==> config.mk <==
export PLATFORM = sky130hd
export DESIGN_NAME = rsfec_tx_error_injection_ctrl
export DESIGN_NICKNAME = d
export VERILOG_FILES = /design/src/core/fec_inj_pkg.sv /design/src/core/stream_fifo.sv /design/src/core/rsfec_tx_error_injection_ctrl.sv
export SDC_FILE = /design/constraint.sdc
export NUM_CORES = 1
export LEC_CHECK = 0
export CORE_UTILIZATION = 50
export DETAILED_ROUTE_END_ITERATION = 8
export DONT_BUFFER_PORTS = 1
export GPL_ROUTABILITY_DRIVEN = 0
export PLACE_DENSITY = 0.72
export SETUP_SLACK_MARGIN = 0.15
export SLEW_MARGIN = 20
export SYNTH_ARGS = -nofsm -noshare
export SYNTH_HDL_FRONTEND = slang
export SYNTH_SLANG_ARGS = --single-unit
==> constraint.sdc <==
create_clock -name mclk -period 2.2 [get_ports mclk]
set_clock_uncertainty 0.15 [all_clocks]
set_input_delay 0.33 -clock mclk [delete_from_list [all_inputs] [get_ports mclk]]
set_output_delay 0.33 -clock mclk [all_outputs]
set_load 0.005 [all_outputs]
==> src/core/fec_inj_pkg.sv <==
// Purpose: shared constants for the transmit FEC error-injection control block
// Assumes: register addresses are word offsets on a plain 12-bit address port
// Notes: identification values live as parameters of the top module
package fec_inj_pkg;
    // register map
    localparam int ADDR_W = 12;
    localparam int DATA_W = 32;
    localparam logic [11:0] A_REVISION = 12'hC00;
    localparam logic [11:0] A_IDENT0 = 12'hC01;
    localparam logic [11:0] A_IDENT1 = 12'hC02;
    localparam logic [11:0] A_IDENT2 = 12'hC03;
    localparam logic [11:0] A_INJ_CTL = 12'hC04;
    localparam logic [11:0] A_INJ_PAT = 12'hC05;
    localparam logic [11:0] A_PASS = 12'hC06;

    // control word and pass-through word fields
    localparam int CTL_CONT_BIT = 0;
    localparam int CTL_SINGLE_BIT = 4;
    localparam int PASS_BIT = 0;

    // pattern word fields
    localparam int BIT_MASK_LSB = 16;
    localparam int BIT_MASK_W = 10;
    localparam int SYM_MASK_LSB = 8;
    localparam int SYM_MASK_W = 8;
    localparam int GROUP_SEL_LSB = 0;
    localparam int GROUP_SEL_W = 7;

    // codeword geometry
    localparam int SYM_W = 10;
    localparam int SYMS_PER_GROUP = 8;
    localparam int SYMS_PER_CW = 528;
    localparam int GROUP_W = SYM_W * SYMS_PER_GROUP;
    localparam int GROUPS_PER_CW = SYMS_PER_CW / SYMS_PER_GROUP;
    localparam logic [6:0] LAST_GROUP = 7'(GROUPS_PER_CW - 1);

    // reset values
    localparam logic [9:0] BIT_MASK_RST = 10'h000;
    localparam logic [7:0] SYM_MASK_RST = 8'h00;
    localparam logic [6:0] GROUP_SEL_RST = 7'h00;
    localparam logic [31:0] WORD_ZERO = 32'h0000_0000;

    // buffering
    localparam int FIFO_DEPTH = 8;
endpackage

==> src/core/stream_fifo.sv <==
// Purpose: small synchronous FIFO with registered flags and registered read data
// Assumes: one clock, synchronous active-high reset
// Notes: a pop is one word per cycle; in_ready drops at the same edge as the last slot fills
`timescale 1ns/1ps
module stream_fifo #(
    parameter int WIDTH = 80,
    parameter int DEPTH = 8
) (
    // clock and reset
    input wire logic mclk,
    input wire logic reset,
    // fill side
    input wire logic [WIDTH-1:0] in_data,
    input wire logic in_valid,
    output logic in_ready,
    // drain side
    output logic [WIDTH-1:0] out_data,
    output logic out_valid,
    input wire logic out_ready
);
    localparam int PW = $clog2(DEPTH);

    typedef struct packed {
        logic [DEPTH-1:0][WIDTH-1:0] mem;
        logic [PW-1:0] wr_ptr;
        logic [PW-1:0] rd_ptr;
        logic [PW:0] count;
        logic in_ready;
        logic out_valid;
        logic [WIDTH-1:0] out_data;
    } fifo_st_t;

    fifo_st_t q, d;
    logic push, pop;

    assign in_ready = q.in_ready;
    assign out_valid = q.out_valid;
    assign out_data = q.out_data;

    // push on handshake, refill the output register whenever it is free
    always_comb
    begin
        d = q;
        push = in_valid && q.in_ready;
        pop = (q.count != '0) && (!q.out_valid || out_ready);
        if (q.out_valid && out_ready)
        begin
            d.out_valid = 1'b0;
        end
        if (pop)
        begin
            d.out_data = q.mem[q.rd_ptr];
            d.out_valid = 1'b1;
            d.rd_ptr = (q.rd_ptr == PW'(DEPTH - 1)) ? '0 : q.rd_ptr + 1'b1;
        end
        if (push)
        begin
            d.mem[q.wr_ptr] = in_data;
            d.wr_ptr = (q.wr_ptr == PW'(DEPTH - 1)) ? '0 : q.wr_ptr + 1'b1;
        end
        d.count = q.count + (PW+1)'(push) - (PW+1)'(pop);
        // flag from the next count, so a full store never takes one more word
        d.in_ready = (d.count < (PW+1)'(DEPTH));
    end

    always_ff @(posedge mclk)
    begin
        if (reset)
        begin
            q <= '0;
            q.in_ready <= 1'b1;
        end
        else
        begin
            q <= d;
        end
    end
endmodule

==> src/core/rsfec_tx_error_injection_ctrl.sv <==
// Purpose: identification, pass-through control and error injection for the tx FEC path
// Assumes: one 80-bit group per accepted beat, first beat after reset is group 0
// Notes: injected groups and clean groups both pass through an 8-word FIFO
`timescale 1ns/1ps
module rsfec_tx_error_injection_ctrl
    import fec_inj_pkg::*;
#(
    parameter logic [31:0] REV_ID = 32'h0001_0000, // arbitrary value
    parameter logic [31:0] IDENT_W0 = 32'h7478_6665, // arbitrary value
    parameter logic [31:0] IDENT_W1 = 32'h635F_696E, // arbitrary value
    parameter logic [31:0] IDENT_W2 = 32'h6A65_6374, // arbitrary value
    parameter int DEPTH = FIFO_DEPTH
) (
    // clock and reset
    input wire logic mclk,
    input wire logic reset,
    // register port
    input wire logic [ADDR_W-1:0] addr,
    input wire logic [DATA_W-1:0] wr_data,
    input wire logic wr_en,
    input wire logic rd_en,
    output logic [DATA_W-1:0] rd_data,
    // group stream from the encoder
    input wire logic [GROUP_W-1:0] in_data,
    input wire logic in_valid,
    output logic in_ready,
    // group stream towards the transceiver
    output logic [GROUP_W-1:0] out_data,
    output logic out_valid,
    input wire logic out_ready,
    // shared pass-through level to the tx and rx FEC cores
    output logic fec_bypass
);
    typedef struct packed {
        logic ctl_cont;
        logic ctl_single;
        logic [BIT_MASK_W-1:0] bit_mask;
        logic [SYM_MASK_W-1:0] sym_mask;
        logic [GROUP_SEL_W-1:0] group_sel;
        logic bypass;
        logic [GROUP_SEL_W-1:0] grp_cnt;
        logic [DATA_W-1:0] rd_data;
    } ctl_st_t;

    ctl_st_t q, d;
    logic fifo_ready;
    logic accept;
    logic inject_en;
    logic hit;
    logic [GROUP_W-1:0] flip_mask;
    logic [GROUP_W-1:0] fifo_in_data;

    // identification lookup, used by the read mux and by its checks
    function automatic logic [DATA_W-1:0] ident_word(input logic [ADDR_W-1:0] a);
        if (a == A_IDENT0)
        begin
            return IDENT_W0;
        end
        else if (a == A_IDENT1)
        begin
            return IDENT_W1;
        end
        else if (a == A_IDENT2)
        begin
            return IDENT_W2;
        end
        else
        begin
            return WORD_ZERO;
        end
    endfunction

    // each enabled symbol gets the bit mask, symbol 0 in the low bits
    genvar s;
    generate
        for (s = 0; s < SYMS_PER_GROUP; s++)
        begin : g_sym
            assign flip_mask[s*SYM_W +: SYM_W] =
                q.sym_mask[s] ? q.bit_mask : '0;
        end
    endgenerate

    // a group out of range 0-65 never matches the counter, so nothing is hit
    assign accept = in_valid && fifo_ready;
    assign inject_en = !q.bypass && (q.ctl_cont || q.ctl_single)
        && (q.grp_cnt == q.group_sel);
    assign hit = accept && inject_en;
    assign fifo_in_data = hit ? (in_data ^ flip_mask) : in_data;

    assign rd_data = q.rd_data;
    assign fec_bypass = q.bypass;

    // register writes, reads, group counting and single-shot handling
    always_comb
    begin
        d = q;
        d.rd_data = WORD_ZERO;
        // count groups through a codeword, wrapping after the last
        if (accept)
        begin
            d.grp_cnt = (q.grp_cnt == LAST_GROUP) ? '0 : q.grp_cnt + 1'b1;
        end
        // self-clear after the corrupted group has been taken
        if (hit && q.ctl_single)
        begin
            d.ctl_single = 1'b0;
        end
        // a write lands after the clear, so a new arm in that cycle is kept
        if (wr_en)
        begin
            if (addr == A_INJ_CTL)
            begin
                d.ctl_cont = wr_data[CTL_CONT_BIT];
                d.ctl_single = wr_data[CTL_SINGLE_BIT]; // a zero disarms
            end
            else if (addr == A_INJ_PAT)
            begin
                d.bit_mask = wr_data[BIT_MASK_LSB +: BIT_MASK_W];
                d.sym_mask = wr_data[SYM_MASK_LSB +: SYM_MASK_W];
                d.group_sel = wr_data[GROUP_SEL_LSB +: GROUP_SEL_W];
            end
            else if (addr == A_PASS)
            begin
                d.bypass = wr_data[PASS_BIT];
            end
        end
        // read data stand for one cycle only; unmapped reads return zero
        if (rd_en)
        begin
            if (addr == A_REVISION)
            begin
                d.rd_data = REV_ID;
            end
            else if (addr == A_INJ_CTL)
            begin
                d.rd_data[CTL_CONT_BIT] = q.ctl_cont;
                d.rd_data[CTL_SINGLE_BIT] = q.ctl_single;
            end
            else if (addr == A_INJ_PAT)
            begin
                d.rd_data[BIT_MASK_LSB +: BIT_MASK_W] = q.bit_mask;
                d.rd_data[SYM_MASK_LSB +: SYM_MASK_W] = q.sym_mask;
                d.rd_data[GROUP_SEL_LSB +: GROUP_SEL_W] = q.group_sel;
            end
            else if (addr == A_PASS)
            begin
                d.rd_data[PASS_BIT] = q.bypass;
            end
            else
            begin
                d.rd_data = ident_word(addr);
            end
        end
    end

    always_ff @(posedge mclk)
    begin
        if (reset)
        begin
            q <= '0;
            q.bit_mask <= BIT_MASK_RST;
            q.sym_mask <= SYM_MASK_RST;
            q.group_sel <= GROUP_SEL_RST;
        end
        else
        begin
            q <= d;
        end
    end

    // output buffer; its full flag stalls the encoder through in_ready
    stream_fifo #(
        .WIDTH(GROUP_W),
        .DEPTH(DEPTH)
    ) u_fifo (
        .mclk(mclk),
        .reset(reset),
        .in_data(fifo_in_data),
        .in_valid(in_valid),
        .in_ready(fifo_ready),
        .out_data(out_data),
        .out_valid(out_valid),
        .out_ready(out_ready)
    );
    assign in_ready = fifo_ready;
endmodule

==> results by stage, run 1 <==
Clock tree:
- The clock latency at the later pin of the worst-skew pair is between 0.6 and 0.7 ns.
- The tree is rooted in a sky130_fd_sc_hd__clkbuf_16.
- The clock drives between 700 and 800 sinks.
- The clock-pin slew of the registers on the worst-case setup and hold paths is approximately 0.060 ns.
- The total CTS buffers is 84.
- The largest buffer count on any clock path is 3.
- The clock tree from TritonCTS is yes.
- The H-tree depth reported by CTS is 3.

Timing:
- The worst-margin pin slew is around 5.5 ns.
- Setup repair after global routing could not meet its margin everywhere.
- The final-report setup violation count is roughly 710.
- Of the available clock period, the critical path in the final layout requires 186%.
- After layout, the minimum clock period comes to slightly above 4 ns.
- The summed negative setup slack over all endpoints is -764.67 ns.
- Hold timing on the final database bottoms out at a slack of -0.312 ns.
- Based on the critical path, the design can be clocked at up to between 0.2 and 0.25 GHz.
- After layout, the worst setup slack is -1.89 ns.
- In this run the tightest slew margin relative to its limit is -265%.
- The count of final max-slew check failures is 690.
- The count of final hold-check violations came to between 150 and 200.

Routing:
- Before antenna repair, the detailed router went through 5 iterations.
- After detailed routing, the number of vias per cell comes to 6.48.
- For this run, design rule violations remaining after detail routing come to 0.
- Dividing the detail-routed wire length by the instance count gives 23.7 um.
- For this block, the initial DRC count from the detailed router was around 3200.
- The total vias in the final route is 28800.
- The routed design has between 100000 and 150000 um of wire.
- The detail route stage leaves a number of antenna-violating nets equal to 0.

Die:
- Measured along the y axis, the die boundary spans 270 um.
- For this design the top-level I/O count stands at 245.
- The initialized floorplan defines 97 standard-cell rows.
- The core region is 70500 um2.
- The area of the die is around 73000 um2.
- The die is about 270 um wide.
- The initial cell density of the core is 50.9%.

Logic synthesis:
- In this run, synthesis produced a sequential element count of around 800.
- The count of flip-flops with a built-in enable after synthesis is 0.
- The proportion of register bits with asynchronous set or reset after synthesis is 0%.
- The count of mapped cells out of synthesis is between 3000 and 4000.
- The post-synthesis instance area is 35900 um2.
- The primary flip-flop cell chosen by synthesis mapping is sky130_fd_sc_hd__dfxtp_1.
- The count of unique library cells instantiated by Yosys is 50.
- After synthesis, the largest area contributor takes up approximately 44% of total cell area.
- The number of warnings reported in the yosys synthesis log is 0.
- Sorting the synthesized cells by area gives the leading types as sky130_fd_sc_hd__dfxtp_1 (44%), sky130_fd_sc_hd__a311oi_1 (15%), sky130_fd_sc_hd__mux4_2 (10%).
- Summing the sequential cell areas from Yosys gives between 40% and 50% of the chip area.
- The biggest area consumer among synthesized cells is sky130_fd_sc_hd__dfxtp_1.
- In this run the mean area of a mapped cell was between 10 and 15 um2.

Critical path:
- The data arrival time at the worst-slack endpoint is 4.37 ns.
- The end point of the critical path is u_fifo.q[360]$_SDFFE_PP0P_.
- Counting both buffers and inverters, the worst setup path holds a total of 0.
- STA classifies the critical path startpoint as a primary input.
- STA classifies the critical path endpoint as a flop.
- The critical path's slowest cell is sky130_fd_sc_hd__a311oi_1.
- The worst setup path category is primary input to flop.
- Of all nets on the critical path, the largest fanout is around 760.
- The cell family contributing the most delay on the critical path is compound AO/OA/AOI/OAI gates.
- In this run the critical register-to-register path is launched from q[46]$_SDFFE_PP0P_.
- Walking the worst path, the cells encountered are a311oi_1.
- In this run the number of cells on the critical path is 1.
- The data required time at the worst endpoint is ~2.5 ns.
- The worst flop-to-flop path endpoint is u_fifo.q[606]$_SDFFE_PP0P_.
- Across all register-to-register paths, the minimum setup slack is -0.54 ns.
- The largest single stage delay on the critical path is about 1.6 ns.
- Counting cells, the worst reg-to-reg path comes to 7.
- The worst setup path startpoint is reset.

Outcome:
- The final reports fail on hold timing, slew limit, setup timing.
- The flow ran to the end, but the final reports show violations.

Run:
- The number of violations of the max-capacitance limit is 0.

Placement:
- The count of port buffers added during placement is 0.
- Summing all placed instances gives a cell area of ~37000 um2.
- The number of placed instances with taps included is 4164.
- Once detailed placement completed, the half-perimeter wirelength came to between 50000 and 60000 um.

Global routing:
- The first global-routing pass estimated about 160000 um of wire.
- The number of global-route vias before repair came to around 27000.
- The maximum number of pins on one net before global-route repair is between 700 and 800.
- The number of antenna violations at the first check in global routing is 4.
- Summed over all layers, the global routing overflow is 0.
- The all-layer global routing usage is a little over a quarter.

Worst hold path:
- The start point of the worst min-delay path is reset.
- The tightest min-delay check is of the primary input to flop type.

Cells and area:
- Cells fill between 60% and 70% of the core in the end.
- The final layout contains approximately 3600 nets.
- The area added between synthesis and finish is 19.5%.
- The finished cells cover roughly 43000 um2.
- The number of non-filler instances in the completed layout is approximately 4500.
- The fraction of final layout cells sized beyond drive strength 1 is between 20% and 30%.
- The top cell types in the final layout, fill and taps aside, are sky130_fd_sc_hd__dfxtp_1 (786), sky130_fd_sc_hd__nor2_1 (737), sky130_fd_sc_hd__a311oi_1 (446).
- Leaving out fill and tap cells, the most frequent cell in the layout is sky130_fd_sc_hd__dfxtp_1.

Pwr:
- The analysis attributes to cell leakage a power of ~13 nW.
- The overall power is slightly above 40 mW.
- The worst-case vdd ir drop is ~700 uV.
- The total power divided by cell area is between 900 and 1000 nW/um2.
[Yosys cell counts (54+ instances only)]
cell type	n
sky130_fd_sc_hd__a211oi_1	81
sky130_fd_sc_hd__a21oi_1	54
sky130_fd_sc_hd__a311oi_1	623
sky130_fd_sc_hd__buf_2	96
sky130_fd_sc_hd__buf_4	114
sky130_fd_sc_hd__clkbuf_1	303
sky130_fd_sc_hd__dfxtp_1	795
sky130_fd_sc_hd__mux2i_1	83
sky130_fd_sc_hd__mux4_2	160
sky130_fd_sc_hd__nand2_1	153
sky130_fd_sc_hd__nor2_1	740
sky130_fd_sc_hd__o31ai_4	79
sky130_fd_sc_hd__or4_1	81
[per-stage QoR]
step                worst slack (ns)  hold slack, ns
global route                  -0.530          -0.340
CTS                           -0.392          -0.350
floorplan                     -0.164           0.282
global placement              -0.488           0.255
finish                         -1.89          -0.312
detailed placement            -0.529           0.259
[flip-flops by register name, summed over array words and instances, names as in the netlist]
name,count
u_fifo.in_ready,1
q,34
u_fifo.out_valid,1
u_fifo.out_data,80
fec_bypass,1
u_fifo.q,650
rd_data,28
[repair_timing]
action	in CTS	in global routing
cloned	6	6
hold buffers	86	9
hold endpoints to repair	790	771
pin swaps	73	53
gates resized for setup	125	152
endpoints found under the setup margin	659	749
setup buffers	9	13
[power by group]
group / leakage [nW] / internal [mW] / switching, mW
clock: 1.37 / 8.36 / 6.04
combinational: 5.29 / 4.64 / 5.48
sequential: 6.45 / 15.8 / 0.986
total: 13.1 / 28.8 / 12.5
[how the worst min path moves through the flow]
stage / to / slack (ns) / cells past startpoint
CTS: q[59]$_SDFFE_PP0P_ / -0.35 / 1
global route: fec_bypass$_SDFFE_PP0P_ / -0.34 / 1
finish: fec_bypass$_SDFFE_PP0P_ / -0.31 / 1
floorplan: q[46]$_SDFFE_PP0P_ / 0.28 / 2
detailed placement: rd_data[29]$_SDFF_PP0_ / 0.26 / 1
global placement: rd_data[29]$_SDFF_PP0_ / 0.26 / 1
[layer usage]
| metal | up-vias | GRT usage, % | share of wire [%] |
|---|---|---|---|
| li1 | 13200 | - | - |
| met5 | - | 0 | 0.033 |
| met4 | 6 | 10.1 | 3.3 |
| met3 | 215 | 4.83 | 8.4 |
| met1 | 14200 | 36.7 | 42 |
| met2 | 1278 | 42.9 | 46 |
[logic make-up after synthesis]
family	Yosys count	synth area share [%]
flops	795	44.3
simple gates	1022	11.9
mux	243	12.3
fa+ha+maj	12	0.439
xor+xnor	10	0.244
buf+inv	560	7.44
compound gates	880	23.3
other cells	1	0.0104
[final cells by class]
class                      instances  area (um2)
clock buffer                     115        2350
tap                              940        1180
inverter                          18        72.6
clock inverter                    39         425
antenna                            3        7.51
timing repair buffer             371        4130
multi-input combinational       2169       18800
fill                            5406       27600
sequential                       795       15900
No activity file was read; power rests on OpenSTA's default activity.
==> inputs of run 2 (changes only) <==
--- a/config.mk
+++ b/config.mk
@@ -10,6 +10,7 @@
 export DONT_BUFFER_PORTS = 1
 export GPL_ROUTABILITY_DRIVEN = 0
 export PLACE_DENSITY = 0.72
+export RECOVER_POWER = 50
 export SETUP_SLACK_MARGIN = 0.15
 export SLEW_MARGIN = 20
 export SYNTH_ARGS = -nofsm -noshare
==> results by stage, run 2 (synthesis results as in run 1) <==
Cells and area:
- The final standard cell area without fillers is approximately 43000 um2.
- After filler insertion, the fill cell instance count of the layout stands at roughly 5400.
- Across the whole layout, storage elements account for around 16000 um2.
- From synthesis to final layout, the design area changed by 19.4%.
- In the final design database the tool counted around 3600 nets.
- Counting flops per register, the top entry is u_fifo.q.
- The post-layout utilization of the core is around 60%.
- The number of flip-flops under the largest register name is 650.
- Excluding fillers, the count of instances in the completed layout stands at between 4000 and 5000.
- Leaving out fill and tap cells, the most frequent cell in the layout is sky130_fd_sc_hd__dfxtp_1.
- The multi-input combinational cells in the finished layout cover a total of around 19000 um2.
- Cells with a size suffix above 1 make up a little over a quarter of the layout.
- The top cell types in the final layout, fill and taps aside, are sky130_fd_sc_hd__dfxtp_1 (787), sky130_fd_sc_hd__nor2_1 (737), sky130_fd_sc_hd__a311oi_1 (446).

Pwr:
- The internal portion of the total power is roughly 29 mW.
- In this run the power spent charging and discharging nets is around 13 mW.
- In this run, flip-flops and latches consume approximately 41% of the power.
- The leakage dissipation is roughly 13 nW.
- The clock network fraction of total power is 34.8%.
- The design draws approximately 41 mW.
- The switching share of power is a little under a third.
- The total power divided by cell area is slightly below 1000 nW/um2.
- The worst-case vdd ir drop is about 700 uV.
- Of the total power, combinational logic draws roughly 24%.

Placement:
- The area after detailed placement is about 37000 um2.
- Summed over all nets, the half-perimeter wirelength after detailed placement is between 50000 and 60000 um.
- The number of placed instances with taps included is between 4000 and 5000.
- Before CTS, the worst setup slack after placement is -0.529 ns.
- In this run the tool buffered the top-level ports with 0 buffer cells.

Critical path:
- For this design, the slowest cell found on the critical path is sky130_fd_sc_hd__a311oi_1.
- Walking the worst path, the cells encountered are a311oi_1.
- The buffer and inverter count on the worst path is 0.
- The kind of cell adding the most delay to the critical path is compound AO/OA/AOI/OAI gates.
- The critical path capture point type is a flop.
- The launch instance of the worst register-to-register path is u_fifo.in_ready$_SDFF_PP1_.
- The worst setup path is of the primary input to flop kind.
- STA classifies the critical path startpoint as a primary input.
- In this run the worst path has a maximum fanout of roughly 760.
- The delay of the slowest critical-path stage is approximately 1.7 ns.
- In this run the worst setup path begins at reset.
- The data required time at the worst endpoint is ~2.5 ns.
- The data arrival time at the worst-slack endpoint is roughly 4.6 ns.

Timing:
- Across all setup checks in the final design, the least slack found is -2.16 ns.
- For the pin with the worst max-slew slack, the measured transition is between 5 and 6 ns.
- The worst slew slack as a fraction of its limit is -289%.
- The count of final hold-check violations is 166.
- The maximum achievable frequency is approximately 0.23 GHz.
- The fraction of the cycle the final worst path needs is 198%.
- The count of final max-slew check failures came to 694.
- Setup repair after global routing could not meet its margin everywhere.
- The minimum clock period after layout is ~4.4 ns.
- The final-report setup violation count is approximately 720.
- The worst hold margin is -0.338 ns.

Die:
- The I/O pin count is approximately 250.
- The number of placement rows is 97.
- The placeable core region is about 71000 um2.
- The floorplan die width is around 270 um.
- The area of the die is around 73000 um2.
- The initial utilization of the core area, before any placement, comes to between 50 and 60%.
- In this run the vertical extent of the chip is about 270 um.

Global routing:
- The maximum number of pins on one net before global-route repair is around 760.
- Summed over all layers, the global routing overflow is 0.
- The number of global-route vias before repair came to approximately 27000.
- The number of antenna violations at the first check in global routing came to 4.
- The all-layer global routing usage is between 20% and 30%.
- The first global-routing pass estimated 158000 um of wire.

Routing:
- In the routed design, unresolved DRC markers number 0.
- The first-pass iteration count of the detailed router is 6.
- In the routed layout, each cell is associated on average with a via count of between 6 and 7.
- The total wire length is 105000 um.
- The detail route stage leaves a number of antenna-violating nets equal to 0.
- For this block, the initial DRC count from the detailed router was 3217.
- Summing over every cut layer, the via total after detailed routing is between 20000 and 30000.
- The wire length per cell is around 24 um.

Outcome:
- The checks that failed: hold timing, slew limit, setup timing.
- The run finished, with violations left.

Clock tree:
- The H-tree was split into 3 levels.
- In this run, CTS created clock tree buffers numbering 84.
- The clock reaches the later pin of the worst-skew pair after between 0.6 and 0.7 ns.
- Clock-pin slew was measured on the worst setup and hold paths at 0.06 ns.
- The number of sinks driven by the clock tree is between 700 and 800.
- The cell sitting at the root of the clock tree is a sky130_fd_sc_hd__clkbuf_16.
- The clock tree from TritonCTS is yes.
- The largest buffer count on any clock path is 3.

Worst hold path:
- In this run the most critical hold path is launched from reset.
- The min-delay analysis places its worst path in the category primary input to flop.

Run:
- Max-cap violations in this run came to 0.
-- run 2: path summary, 6_finish.rpt --
path | to | slack (ns) | cells past startpoint
worst max register to register | u_fifo.q[264]$_SDFFE_PP0P_ | -0.58 | 8
worst max-delay path | u_fifo.q[360]$_SDFFE_PP0P_ | -2.16 | 1
worst min-delay path | fec_bypass$_SDFFE_PP0P_ | -0.34 | 1
worst min register to register | q[46]$_SDFFE_PP0P_ | 0.32 | 2
-- run 2: power groups by stage --
stage / registers (mW) / logic (mW) / clock network (mW)
2_1_floorplan: 16.6 / 7.70 / 0
3_3_place_gp: 17.1 / 9.03 / 0
3_5_place_dp: 17.1 / 9.18 / 0
4_1_cts: 16.8 / 9.83 / 14.6
5_1_grt: 17.0 / 10.8 / 15.2
6_report: 16.8 / 10.1 / 14.4
-- run 2: per-layer routing --
metal  global-route usage [%]  share of wire (%)  wire length, um  vias up
met1                     36.7                 42            43900    14200
met4                     10.1                3.2             3420        6
met3                     4.83                8.5             8910      219
li1                         -                  -                -    13200
met2                     42.9                 47            49100     1327
met5                        0              0.034               36        -
-- run 2: area by class of cell --
cell class	instances	share of cell area, %
flip-flops and latches	795	37.2
multi-input cells	2169	43.9
diodes	1	0.00584
clock inverters	39	0.992
inverters	18	0.166
clock buffers	115	5.48
well taps	940	2.74
repair buffers	371	9.57
-- run 2: metrics by stage --
| stage | hold slack (ns) | TNS, ns |
|---|---|---|
| after floorplan | 0.282 | -82.60 |
| after global routing | -0.340 | -283.03 |
| final | -0.338 | -908.69 |
| after global placement | 0.255 | -271.12 |
| after detailed placement | 0.259 | -278.08 |
| after CTS | -0.350 | -192.03 |
-- run 2: what timing repair did --
item	4_1_cts	5_1_grt
gates cloned	6	6
setup buffers	9	13
gates resized for setup	125	152
hold buffers	86	9
endpoints found under the setup margin	659	749
pin swaps	73	53
endpoints found under the hold margin	790	771
